**src/audio_defines.svh**
```systemverilog
`ifndef AUDIO_DEFINES_SVH
`define AUDIO_DEFINES_SVH
// register indices on the host register port
`define A_EFF_SEL 4'h0
`define A_EFF_VOL 4'h1
`define A_EFF_TRIG 4'h2
`define A_PB_START 4'h3
`define A_PB_LEN 4'h4
`define A_PB_RATE 4'h5
`define A_PB_FMT 4'h6
`define A_PB_LOOP 4'h7
`define A_PB_TRIG 4'h8
`define A_PB_VOL 4'h9
`define A_PB_PTR 4'ha
// widths and reset values
`define RAM_AW 20
`define RST_VOL 8'hff
`define RST_DUTY 8'h80
// effect select fields and limits, adaptive delta step index limit
`define SEL_CODE 7:0
`define SEL_NOTE 15:8
`define ONESHOT_MIN 8'h40
`define NOTE_MIDDLE_C 8'h3c
`define NOTE_MAX 8'h7f
`define ADPCM_IDX_MAX 9'h058
// timing
`define CLK_HZ 28'h5f5e100
`define CLK_MHZ 100
`define SHOT_MS 100
`define SHOT_CYC (`SHOT_MS * 1000 * `CLK_MHZ)
`endif

```
**src/audio_pkg.sv**
```systemverilog
`include "audio_defines.svh"
package audio_pkg;
	typedef enum logic [1:0] {coding_linear, coding_mulaw, coding_adaptive_delta} coding_t;
	typedef enum logic [1:0] {PB_IDLE, PB_REQ, PB_DATA, PB_PLAY} pb_state_t;
	typedef struct packed {
		logic wr;
		logic [3:0] addr;
		logic [31:0] wdata;
	} reg_req_t;
	typedef struct packed {
		logic rd;
		logic [`RAM_AW-1:0] addr;
	} ram_req_t;
endpackage : audio_pkg

```
**src/audio_engine.sv**
```systemverilog
`timescale 1ns/1ps
`include "audio_defines.svh"
module audio_engine #(
	parameter int unsigned SHOT_CYCLES = `SHOT_CYC
) (
	// clock, reset, enable
	input wire logic i_core_clk,
	input wire logic i_rst_n,
	input wire logic i_clk_en,
	// host register port
	input wire audio_pkg::reg_req_t i_reg,
	output logic [31:0] o_reg_rdata,
	// sample ram, data returns the cycle after the request
	output audio_pkg::ram_req_t o_ram,
	input wire logic [7:0] i_ram_data,
	// audio pin
	output logic o_audio_pwm
);
	import audio_pkg::*;

	localparam logic signed [7:0] SINE [16] = '{8'sh00, 8'sh31, 8'sh5a, 8'sh75,
		8'sh7f, 8'sh75, 8'sh5a, 8'sh31, 8'sh00, 8'shcf, 8'sha6, 8'sh8b,
		8'sh81, 8'sh8b, 8'sha6, 8'shcf};
	// phase steps for the lowest octave; higher octaves shift left
	localparam logic [9:0] BASE_INC [12] = '{10'h15f, 10'h174, 10'h18a, 10'h1a2,
		10'h1ba, 10'h1d5, 10'h1f1, 10'h20e, 10'h22d, 10'h24e, 10'h271, 10'h297};
	localparam logic [15:0] STEP [89] = '{16'h0007, 16'h0008, 16'h0009, 16'h000a,
		16'h000b, 16'h000c, 16'h000d, 16'h000e, 16'h0010, 16'h0011, 16'h0013,
		16'h0015, 16'h0017, 16'h0019, 16'h001c, 16'h001f, 16'h0022, 16'h0025,
		16'h0029, 16'h002d, 16'h0032, 16'h0037, 16'h003c, 16'h0042, 16'h0049,
		16'h0050, 16'h0058, 16'h0061, 16'h006b, 16'h0076, 16'h0082, 16'h008f,
		16'h009d, 16'h00ad, 16'h00be, 16'h00d1, 16'h00e6, 16'h00fd, 16'h0117,
		16'h0133, 16'h0151, 16'h0173, 16'h0198, 16'h01c1, 16'h01ee, 16'h0220,
		16'h0256, 16'h0292, 16'h02d4, 16'h031c, 16'h036c, 16'h03c3, 16'h0424,
		16'h048e, 16'h0502, 16'h0583, 16'h0610, 16'h06ab, 16'h0756, 16'h0812,
		16'h08e0, 16'h09c3, 16'h0abd, 16'h0bd0, 16'h0cff, 16'h0e4c, 16'h0fba,
		16'h114c, 16'h1307, 16'h14ee, 16'h1706, 16'h1954, 16'h1bdc, 16'h1ea5,
		16'h21b6, 16'h2515, 16'h28ca, 16'h2cdf, 16'h315b, 16'h364b, 16'h3bb9,
		16'h41b2, 16'h4844, 16'h4f7e, 16'h5771, 16'h602f, 16'h69ce, 16'h7462,
		16'h7fff};

	logic [15:0] eff_sel_ff, nxt_eff_sel;
	logic [7:0] eff_vol_ff, nxt_eff_vol, pb_vol_ff, nxt_pb_vol;
	logic eff_on_ff, nxt_eff_on;
	logic [31:0] phase_ff, nxt_phase, dur_ff, nxt_dur;
	logic [`RAM_AW-1:0] start_ff, nxt_start, len_ff, nxt_len;
	logic [`RAM_AW-1:0] ptr_ff, nxt_ptr, cnt_ff, nxt_cnt;
	logic [15:0] rate_ff, nxt_rate;
	logic [27:0] acc_ff, nxt_acc, acc_sum;
	coding_t fmt_ff, nxt_fmt;
	logic loop_ff, nxt_loop;
	pb_state_t pb_ff, nxt_pb;
	logic [7:0] byte_ff, nxt_byte;
	logic nib_ff, nxt_nib;
	logic signed [15:0] smp_ff, nxt_smp, pred_ff, nxt_pred;
	logic [6:0] idx_ff, nxt_idx;
	logic [31:0] rdata_ff, nxt_rdata;
	logic [7:0] pwm_cnt_ff, nxt_pwm_cnt, duty_ff, nxt_duty;
	logic pwm_ff, nxt_pwm;

	// pitch and wave
	logic oneshot;
	logic [7:0] raw_note, note, tri_u;
	logic [3:0] oct, semi;
	logic [31:0] inc;
	logic signed [7:0] wave;
	assign oneshot = eff_sel_ff[`SEL_CODE] >= `ONESHOT_MIN;
	assign raw_note = eff_sel_ff[`SEL_NOTE];
	assign note = (oneshot || raw_note == 8'h00) ? `NOTE_MIDDLE_C :
		((raw_note > `NOTE_MAX) ? `NOTE_MAX : raw_note);
	assign oct = 4'(note / 8'h0c);
	assign semi = 4'(note % 8'h0c);
	assign inc = 32'(BASE_INC[semi]) << oct;
	assign tri_u = phase_ff[31] ? ~phase_ff[30:23] : phase_ff[30:23];
	always_comb begin
		case (eff_sel_ff[1:0])
		2'h0: wave = SINE[phase_ff[31:28]];
		2'h1: wave = phase_ff[31] ? 8'sh81 : 8'sh7f;
		2'h2: wave = {~phase_ff[31], phase_ff[30:24]};
		default: wave = {~tri_u[7], tri_u[6:0]};
		endcase
	end

	// sample decoders
	logic [3:0] nib;
	logic [15:0] step, mu_t, mu;
	logic [17:0] diff, pr;
	logic [8:0] ix;
	logic [7:0] mu_n;
	logic signed [15:0] pr_sat, dec;
	logic [6:0] ix_sat;
	assign nib = nib_ff ? byte_ff[7:4] : byte_ff[3:0];
	assign step = STEP[idx_ff];
	assign diff = 18'(step >> 3) + (nib[2] ? 18'(step) : 18'h0)
		+ (nib[1] ? 18'(step >> 1) : 18'h0) + (nib[0] ? 18'(step >> 2) : 18'h0);
	assign pr = {{2{pred_ff[15]}}, pred_ff} + (nib[3] ? -diff : diff);
	assign pr_sat = ($signed(pr) > 18'sh07fff) ? 16'sh7fff :
		(($signed(pr) < -18'sh08000) ? 16'sh8000 : pr[15:0]);
	assign ix = {2'h0, idx_ff} + (nib[2] ? 9'({nib[1:0], 1'b0}) + 9'h002 : 9'h1ff);
	assign ix_sat = ix[8] ? 7'h00 : ((ix > `ADPCM_IDX_MAX) ? 7'(`ADPCM_IDX_MAX) : ix[6:0]);
	assign mu_n = ~byte_ff;
	assign mu_t = 16'({mu_n[3:0], 3'h0} + 8'h84) << mu_n[6:4];
	assign mu = mu_n[7] ? 16'h0084 - mu_t : mu_t - 16'h0084;
	always_comb begin
		case (fmt_ff)
		coding_mulaw: dec = mu;
		coding_adaptive_delta: dec = pr_sat;
		default: dec = {byte_ff, 8'h00};
		endcase
	end

	// sample clock: fractional accumulator avoids a divider
	logic tick;
	assign acc_sum = acc_ff + 28'(rate_ff);
	assign tick = acc_sum >= `CLK_HZ;

	logic eff_trig_wr, pb_trig_wr;
	assign eff_trig_wr = i_reg.wr && i_reg.addr == `A_EFF_TRIG && i_reg.wdata[0];
	assign pb_trig_wr = i_reg.wr && i_reg.addr == `A_PB_TRIG;
	assign o_ram = '{rd: (pb_ff == PB_REQ), addr: ptr_ff};

	always_comb begin
		nxt_eff_sel = eff_sel_ff;
		nxt_eff_vol = eff_vol_ff;
		nxt_pb_vol = pb_vol_ff;
		nxt_eff_on = eff_on_ff;
		nxt_phase = phase_ff;
		nxt_dur = dur_ff;
		nxt_start = start_ff;
		nxt_len = len_ff;
		nxt_ptr = ptr_ff;
		nxt_cnt = cnt_ff;
		nxt_rate = rate_ff;
		nxt_acc = acc_ff;
		nxt_fmt = fmt_ff;
		nxt_loop = loop_ff;
		nxt_pb = pb_ff;
		nxt_byte = byte_ff;
		nxt_nib = nib_ff;
		nxt_smp = smp_ff;
		nxt_pred = pred_ff;
		nxt_idx = idx_ff;
		if (i_reg.wr) begin
			case (i_reg.addr)
			`A_EFF_SEL: nxt_eff_sel = i_reg.wdata[15:0];
			`A_EFF_VOL: nxt_eff_vol = i_reg.wdata[7:0];
			`A_PB_START: nxt_start = i_reg.wdata[`RAM_AW-1:0];
			`A_PB_LEN: nxt_len = i_reg.wdata[`RAM_AW-1:0];
			`A_PB_RATE: nxt_rate = i_reg.wdata[15:0];
			`A_PB_FMT: nxt_fmt = coding_t'(i_reg.wdata[1:0]);
			`A_PB_LOOP: nxt_loop = i_reg.wdata[0];
			`A_PB_VOL: nxt_pb_vol = i_reg.wdata[7:0];
			default: ;
			endcase
		end
		// codes below the one-shot range run until replaced
		if (eff_on_ff) begin
			nxt_phase = phase_ff + inc;
			if (oneshot) begin
				if (dur_ff == 32'h0)
					nxt_eff_on = 1'b0;
				else
					nxt_dur = dur_ff - 32'h1;
			end
		end
		// the select value latched before the trigger is the one played
		if (eff_trig_wr) begin
			nxt_eff_on = eff_sel_ff[`SEL_CODE] != 8'h00;
			nxt_phase = 32'h0;
			nxt_dur = 32'(SHOT_CYCLES - 1);
		end
		nxt_acc = tick ? acc_sum - `CLK_HZ : acc_sum;
		case (pb_ff)
		PB_REQ: nxt_pb = PB_DATA;
		PB_DATA: begin
			nxt_byte = i_ram_data;
			nxt_nib = 1'b0;
			nxt_pb = PB_PLAY;
		end
		PB_PLAY: begin
			if (tick) begin
				nxt_smp = dec;
				if (fmt_ff == coding_adaptive_delta) begin
					nxt_pred = pr_sat;
					nxt_idx = ix_sat;
				end
				if (fmt_ff == coding_adaptive_delta && !nib_ff) begin
					nxt_nib = 1'b1;
				end else if (cnt_ff == len_ff - 1'b1) begin
					if (loop_ff) begin
						nxt_ptr = start_ff;
						nxt_cnt = '0;
						nxt_pb = PB_REQ;
					end else begin
						nxt_pb = PB_IDLE;
					end
				end else begin
					nxt_ptr = ptr_ff + 1'b1;
					nxt_cnt = cnt_ff + 1'b1;
					nxt_pb = PB_REQ;
				end
			end
		end
		default: nxt_smp = 16'sh0000;
		endcase
		if (pb_trig_wr) begin
			nxt_ptr = start_ff;
			nxt_cnt = '0;
			nxt_acc = 28'h0;
			nxt_pred = 16'sh0000;
			nxt_idx = 7'h00;
			nxt_pb = (len_ff == '0) ? PB_IDLE : PB_REQ;
		end
		case (i_reg.addr)
		`A_EFF_SEL: nxt_rdata = {16'h0, eff_sel_ff};
		`A_EFF_VOL: nxt_rdata = {24'h0, eff_vol_ff};
		`A_EFF_TRIG: nxt_rdata = {31'h0, eff_on_ff};
		`A_PB_START: nxt_rdata = 32'(start_ff);
		`A_PB_LEN: nxt_rdata = 32'(len_ff);
		`A_PB_RATE: nxt_rdata = {16'h0, rate_ff};
		`A_PB_FMT: nxt_rdata = {30'h0, fmt_ff};
		`A_PB_LOOP: nxt_rdata = {31'h0, loop_ff};
		`A_PB_TRIG: nxt_rdata = {31'h0, pb_ff != PB_IDLE};
		`A_PB_VOL: nxt_rdata = {24'h0, pb_vol_ff};
		`A_PB_PTR: nxt_rdata = 32'(ptr_ff);
		default: nxt_rdata = 32'h0;
		endcase
	end

	always_ff @(posedge i_core_clk or negedge i_rst_n) begin
		if (!i_rst_n) begin
			eff_sel_ff <= 16'h0;
			eff_vol_ff <= `RST_VOL;
			pb_vol_ff <= `RST_VOL;
			eff_on_ff <= 1'b0;
			phase_ff <= 32'h0;
			dur_ff <= 32'h0;
			start_ff <= '0;
			len_ff <= '0;
			ptr_ff <= '0;
			cnt_ff <= '0;
			rate_ff <= 16'h0;
			acc_ff <= 28'h0;
			fmt_ff <= coding_linear;
			loop_ff <= 1'b0;
			pb_ff <= PB_IDLE;
			byte_ff <= 8'h0;
			nib_ff <= 1'b0;
			smp_ff <= 16'sh0000;
			pred_ff <= 16'sh0000;
			idx_ff <= 7'h00;
			rdata_ff <= 32'h0;
		end else if (i_clk_en) begin
			eff_sel_ff <= nxt_eff_sel;
			eff_vol_ff <= nxt_eff_vol;
			pb_vol_ff <= nxt_pb_vol;
			eff_on_ff <= nxt_eff_on;
			phase_ff <= nxt_phase;
			dur_ff <= nxt_dur;
			start_ff <= nxt_start;
			len_ff <= nxt_len;
			ptr_ff <= nxt_ptr;
			cnt_ff <= nxt_cnt;
			rate_ff <= nxt_rate;
			acc_ff <= nxt_acc;
			fmt_ff <= nxt_fmt;
			loop_ff <= nxt_loop;
			pb_ff <= nxt_pb;
			byte_ff <= nxt_byte;
			nib_ff <= nxt_nib;
			smp_ff <= nxt_smp;
			pred_ff <= nxt_pred;
			idx_ff <= nxt_idx;
			rdata_ff <= nxt_rdata;
		end
	end
	assign o_reg_rdata = rdata_ff;

	// mixer and pwm
	logic signed [7:0] syn;
	logic signed [16:0] s_eff;
	logic signed [24:0] s_pb;
	logic signed [17:0] mix;
	logic signed [15:0] sat;
	assign syn = eff_on_ff ? wave : 8'sh00;
	assign s_eff = syn * $signed({1'b0, eff_vol_ff});
	assign s_pb = smp_ff * $signed({1'b0, pb_vol_ff});
	assign mix = 18'(s_eff) + 18'(s_pb >>> 8);
	assign sat = (mix > 18'sh07fff) ? 16'sh7fff : ((mix < -18'sh08000) ? 16'sh8000 : mix[15:0]);
	always_comb begin
		nxt_pwm_cnt = pwm_cnt_ff + 8'h01;
		// duty only changes at a period boundary to avoid runt pulses
		nxt_duty = (pwm_cnt_ff == 8'hff) ? {~sat[15], sat[14:8]} : duty_ff;
		nxt_pwm = pwm_cnt_ff < duty_ff;
	end
	always_ff @(posedge i_core_clk or negedge i_rst_n) begin
		if (!i_rst_n) begin
			pwm_cnt_ff <= 8'h00;
			duty_ff <= `RST_DUTY;
			pwm_ff <= 1'b0;
		end else if (i_clk_en) begin
			pwm_cnt_ff <= nxt_pwm_cnt;
			duty_ff <= nxt_duty;
			pwm_ff <= nxt_pwm;
		end
	end
	assign o_audio_pwm = pwm_ff;
endmodule : audio_engine

```
**config.mk**
```make
export PLATFORM = sky130hd
export DESIGN_NAME = audio_engine
export DESIGN_NICKNAME = d
export VERILOG_FILES = /design/src/audio_pkg.sv /design/src/audio_engine.sv
export VERILOG_INCLUDE_DIRS = /design/src
export SDC_FILE = /design/constraint.sdc
export NUM_CORES = 2
export LEC_CHECK = 0
export BUFFER_PORTS_ARGS = -buffer_cell sky130_fd_sc_hd__buf_4
export CORE_ASPECT_RATIO = 0.75
export CORE_MARGIN = 4
export CORE_UTILIZATION = 30
export CTS_BUF_LIST = sky130_fd_sc_hd__clkbuf_8 sky130_fd_sc_hd__clkbuf_16
export DETAILED_ROUTE_END_ITERATION = 12
export HOLD_SLACK_MARGIN = 0.12
export PLACE_DENSITY_LB_ADDON = 0.12
export SKIP_CTS_REPAIR_TIMING = 1
export SYNTH_ARGS = -nofsm -noshare
export SYNTH_HDL_FRONTEND = slang
export SYNTH_SLANG_ARGS = --single-unit
export TNS_END_PERCENT = 10
```
**constraint.sdc**
```tcl
create_clock -name i_core_clk -period 9.37 [get_ports i_core_clk]
set_input_delay 1.874 -clock i_core_clk [delete_from_list [all_inputs] [get_ports i_core_clk]]
set_output_delay 1.874 -clock i_core_clk [all_outputs]
set_load 0.02 [all_outputs]
```
# == After elaboration in Yosys (flattened, before gate mapping) ==
# Memory sizes are Yosys's and may differ from the RTL's.
# Cells that the tools add are included.
# totals
register_bits,323
rom_bits,2336
inputBits,48
out_inout_bits,54
word_cells,208
memories,3
# op_classes
addsub,19
n_mul,2
n_div,2
order_cmp,12
eq_ne,26
n_shift,2
mux,71
bitwise_logic,9
n_reduce_logical,38
# mem_list
name,words,width,rd,rd_clocked_by_memory_dff,wr,line_no,rtl
(name not given),128,16,1,0,0,audio_engine.sv:93,assign step = STEP[idx_ff];
(name not given),16,10,1,0,0,audio_engine.sv:73,assign inc = 32'(BASE_INC[semi]) << oct;
(name not given),16,8,1,0,0,audio_engine.sv:77,2'h0: wave = SINE[phase_ff[31:28]];
# op_table
op,n
2-to-1 mux 20 bit,12
one-hot mux 20 bit (11 select lines),1
2-to-1 mux 16 bit,13
2-to-1 mux 32 bit,6
one-hot mux 16 bit (2 select lines),2
2-to-1 mux 28 bit,2
2-to-1 mux 8 bit,7
2-to-1 mux 7 bit,6
"adder 20 x 1 -> 20 bit, second input constant",2
"> comparator 18 x 16 -> 1 bit, second input constant",2
"< comparator 18 x 16 -> 1 bit, second input constant",2
adder 32 bit,1
zero test 32 bit,1
left shift 10 x 4 -> 32 bit,1
"subtractor 32 x 1 -> 32 bit, second input constant",1
adder 28 x 16 -> 28 bit,1
"greater-or-equal comparator 28 x 27 -> 1 bit, second input constant",1
"subtractor 28 x 27 -> 28 bit, second input constant",1
AND reduction 3 bit,9
multiplier 16 x 9 -> 25 bit,1
one-hot mux 8 bit (3 select lines),1
== test 20 bit,1
zero test 20 bit,1
2-to-1 mux 10 bit,2
other kinds (58),104

# == Logic depth before layout (Yosys ltp) ==
# depth
word_depth,18
ltp_mapped,42
mapped_depth_nobuf,41

# == Least setup slack after synthesis ==
# Ideal clock, no wire load.
# synth_path
kind,register to register
from,reg pb_vol_ff[2]
to,reg duty_ff[0]
setup_time_ns,0.129
arrival_time_ns,9.149
t_required_ns,9.241
path_slack_ns,0.092
stages_incl_launch_ff,37
n_path_buf,2
synth_period_minus_slack_ns,9.278
cell_sequence,dfstp_2 > clkbuf_1 > clkbuf_1 > nand2_1 > fa_1 > inv_1 > fa_1 > inv_1 > fa_1 > inv_1 > fa_1 > ha_1 > a21o_1 > a21o_1 > a31oi_1 > o21bai_1 > and2_1 > o21a_1 > or3_1 > nand2_1 > fa_1 > fa_1 > fa_1 > fa_1 > inv_1 > ha_1 > ha_1 > a21oi_1 > o21ai_0 > a21oi_1 > o21ai_0 > a211o_1 > a31o_2 > a21oi_1 > xnor2_1 > o21a_1 > a21oi_1
# synth_between
elab_chain_cells,5
elab_cells_between_ends,6
classes_between,1 x add/sub; 1 x mul; 2 x order compare; 2 x mux
# synth_rtl
element,line_no,rtl
start: declaration,audio_engine.sv:43,"logic [7:0] eff_vol_ff, nxt_eff_vol, pb_vol_ff, nxt_pb_vol;"
start signal: assignment,audio_engine.sv:234,pb_vol_ff <= `RST_VOL;
start signal: assignment,audio_engine.sv:256,pb_vol_ff <= nxt_pb_vol;
multiplier 16 x 9 -> 25 bit *,audio_engine.sv:287,"assign s_pb = smp_ff * $signed({1'b0, pb_vol_ff});"
adder 17 x 17 -> 18 bit *,audio_engine.sv:288,assign mix = 18'(s_eff) + 18'(s_pb >>> 8);
< comparator 18 x 16 -> 1 bit,audio_engine.sv:289,assign sat = (mix > 18'sh07fff) ? 16'sh7fff : ((mix < -18'sh08000) ? 16'sh8000 : mix[15:0]);
2-to-1 mux 16 bit,audio_engine.sv:289,
2-to-1 mux 16 bit *,audio_engine.sv:289,
end signal: assignment,audio_engine.sv:299,duty_ff <= `RST_DUTY;
end signal: assignment,audio_engine.sv:303,duty_ff <= nxt_duty;
end: declaration,audio_engine.sv:58,"logic [7:0] pwm_cnt_ff, nxt_pwm_cnt, duty_ff, nxt_duty;"
# Every way passes the cells marked *; elsewhere a longest branch is shown, timed or not.
# A chain may end at the register's enable or synchronous reset.

# == Final worst setup path ==
# Same ends and word-level chain as after synthesis.

==> run_results.csv <==
group,metric,value,unit
clock_network,cts_tree,"yes",
clock_network,clkSinkCount,311,
setup_path,cp.required,9.81,ns
logic_synthesis,synth_edf_count,0,
floorplan,io_pins,102,
floorplan,die_area,113000,sq um
min_path,hold_class,"register to register",
route,drc,0,
power_and_ir_drop,report.power.total,0.0149,W
floorplan,die_w,387,um
clock_network,path_clk_slew,0.06,ns
power_and_ir_drop,intPower,0.00736,W
setup_path,path_class,"register to register",
placement,dp_slack,-0.0926,ns
setup_path,cp_slowest_cell,"dfstp_2",
timing,finClkSkew,0.0507,ns
clock_network,cts_made_buffers,39,
logic_synthesis,synthCells,3825,
logic_synthesis,synth_seq_cells,311,
route,vias_per_cell,5.16,
global_routing,grt_pass1_vias,26700,
setup_path,endpoint_kind,"register",
final_layout,nets,4359,
timing,worst_pin_slew,1.26,ns
logic_synthesis,synth_warnings,0,
status,status,"finished clean",
timing,setup_ws,0.297,ns
logic_synthesis,yosysSeqAreaShare,24.1,%
floorplan,dieHeight,293,um
final_layout,fill_cells,11300,
placement,port_buffers,77,
global_routing,grt_max_degree,131,
timing,hold_violations,0,
power_and_ir_drop,p_leak,16.9,nW
logic_synthesis,synthArstFlopShare,100,%
clock_network,root_buffer,"clkbuf_16",
power_and_ir_drop,switching_share,50.7,%
timing,fmax,110,MHz
timing,rsz0062_at_grt,"yes",
placement,dpl.hpwl,76600,um
power_and_ir_drop,peakVddDrop,0.579,mV
route,first_pass_iters,7,
setup_path,critPathLaunchType,"register",
logic_synthesis,yosysUniqueCellTypes,100,
global_routing,gr-total-overflow,0,
logic_synthesis,avgSynthCellArea,8.46,sq um
power_and_ir_drop,combPwrFrac,73.1,%
setup_path,cp_max_fo,7,
placement,place.gp.congestion,0.822,
logic_synthesis,synth_ff_type,"dfrtp_1",
setup_path,cp_slowest_stage_delay,0.67,ns
power_and_ir_drop,seq_power_share,15.5,%
logic_synthesis,synthesis.area,32400,sq um
final_layout,area_delta_synth_final,13.7,%
final_layout,layout-drive-gt1-share,13.1,%
route,routed_wl,100000,um
global_routing,grt_usage,17.4,%
route,ant_nets,0,
final_layout,regArea,7800,sq um
route,drt_iter0_drc,2190,
final_layout,multi_input_area,22700,sq um
timing,fin_crit_sh,96.8,%
setup_path,crit_top_cell,"fa_1",
global_routing,antenna_found_initial,5,
route,wl_per_cell,18.7,um
global_routing,grt_pass1_wl,160000,um
power_and_ir_drop,clkPwrFrac,11.5,%
power_and_ir_drop,p_per_area,405,nW/um^2
setup_path,cp.arrival,9.51,ns
final_layout,most-common-layout-cells,"inv_1 (359), nand2_1 (351), dfrtp_1 (293), nor2_1 (243), ha_1 (227)",
timing,finalCriticalPeriod,9.07,ns
clock_network,htreeDepth,2,
floorplan,core_area,107000,sq um
floorplan,num_rows,104,
timing,finalSetupViolCount,0,
final_layout,mostFrequentLayoutCell,"inv_1",
floorplan,start_util,30.2,%
flow_run,maxCapViolCount,0,
timing,tns,0,ns
clock_network,cts_buffer_depth,3,
route,vias,27600,
timing,drv_slew,0,
power_and_ir_drop,switching_power,0.00756,W
timing,max_slew_margin,14.1,%
clock_network,clk_latency,0.61,ns
## layout make-up
class,count,share of cell area [%]
tap,1431,4.86
antenna,5,0.0340
sequential,311,21.2
timing repair buffer,219,4.63
clock buffer,47,3.04
clock inverter,25,0.880
inverter,358,3.65
multi-input combinational,2961,61.7
## sequential cells by signal, indices dropped and copies added, names as in the netlist, 2 cells and up
register     cells
duty_ff          8
eff_vol_ff       8
ptr_ff          20
phase_ff        32
cnt_ff          20
smp_ff          16
pb_ff            2
dur_ff          32
fmt_ff           2
pred_ff         16
len_ff          20
acc_ff          28
byte_ff          8
eff_sel_ff      16
start_ff        20
pwm_cnt_ff       8
o_reg_rdata     20
rate_ff         16
idx_ff           7
pb_vol_ff        8
## synthesized netlist by cell type, types with 9 or more instances
master	n	share of area, %
nor3_1	98	1.5
xor2_1	60	1.6
buf_2	16	0.25
o21ai_0	203	3.1
o31ai_1	29	0.67
nand4_1	37	0.71
nor4_1	29	0.56
o21bai_1	11	0.26
a222oi_1	20	0.62
or3_1	35	0.68
dfstp_2	17	1.4
buf_1	26	0.30
a21oi_1	211	3.3
a22oi_1	32	0.74
and3_1	36	0.70
mux2_2	105	3.7
nor2_1	246	2.9
dfrtp_1	294	23
inv_1	356	4.1
o2bb2ai_1	17	0.46
nand2_1	357	4.1
a31oi_1	43	0.83
and4_1	10	0.27
or2_2	18	0.35
nand3_1	111	1.7
xnor2_1	121	3.3
ha_1	238	9.2
clkbuf_1	155	1.8
and2_1	130	2.5
mux2i_1	31	0.96
a211oi_1	47	1.1
nand3b_1	18	0.42
or4_1	9	0.21
o21a_1	39	0.90
o211ai_1	44	1.0
o22ai_1	21	0.41
a211o_1	14	0.38
nand2b_1	54	1.0
buf_4	14	0.32
a221o_1	9	0.28
nor3b_1	10	0.23
fa_1	183	11
a22o_1	37	1.0
a21o_1	63	1.5
nor2b_1	44	0.85
## worst max-delay path: cells and delay by family (launching register included)
kind	cells	cell delay [ns]
DFF	1	0.67
adders and majority gates	11	4.80
and+or+nand+nor	4	0.67
buffers and inverters	4	0.23
AOI/OAI and AO/OA	14	2.37
xor gates and xnor gates	1	0.18
## path summary, 6_finish.rpt
kind | startpoint | endpoint | slack, ns | cells past startpoint
min | o_reg_rdata[8] | o_reg_rdata[8] | 0.48 | 1
max reg2reg | pb_vol_ff[2] | duty_ff[0] | 0.30 | 34
max in group asynchronous | i_rst_n | eff_sel_ff[3] | 6.83 | 2
min reg2reg | o_reg_rdata[8] | o_reg_rdata[8] | 0.48 | 1
min in group asynchronous | i_rst_n | phase_ff[2] | 1.21 | 1
max | pb_vol_ff[2] | duty_ff[0] | 0.30 | 34
## cell families after synthesis
family | synth area share, %
flops | 24.1
compound gates | 19.5
fa+ha+maj | 20.5
xor+xnor | 4.97
buf+inv | 6.82
mux | 4.68
simple gates | 19.3
other cells | 0.0116
## power by group through the flow
stage | logic, W | registers (W) | clock network [W]
6_report | 0.0109 | 0.00230 | 0.00171
5_1_grt | 0.0124 | 0.00237 | 0.00182
4_1_cts | 0.0108 | 0.00230 | 0.00176
3_5_place_dp | 0.0107 | 0.00232 | 0
3_3_place_gp | 0.0108 | 0.00232 | 0
2_1_floorplan | 0.00805 | 0.00200 | 0
## stage by stage
| step | hold slack [ns] | util, % | std cells | area (sq um) |
|---|---|---|---|---|
| after floorplan | 0.446 | - | 3841 | 32400 |
| after global placement | 0.466 | 32.7 | 5276 | 35100 |
| after detailed placement | 0.471 | 32.7 | 5276 | 35100 |
| after CTS | 0.484 | 34.1 | 5348 | 36500 |
| after global routing | 0.499 | 34.3 | 5354 | 36800 |
| final | 0.480 | 34.3 | 5357 | 36800 |
## per-layer routing
metal  vias up  GRT usage [%]  part of all wire [%]
met5         -              0                     0
li1      13500              -                     -
met2       550           23.7                    39
met3        66           2.85                   5.5
met1     13500           28.5                    54
met4         0           2.53                   1.2
No activity file was read; power rests on OpenSTA's default activity.
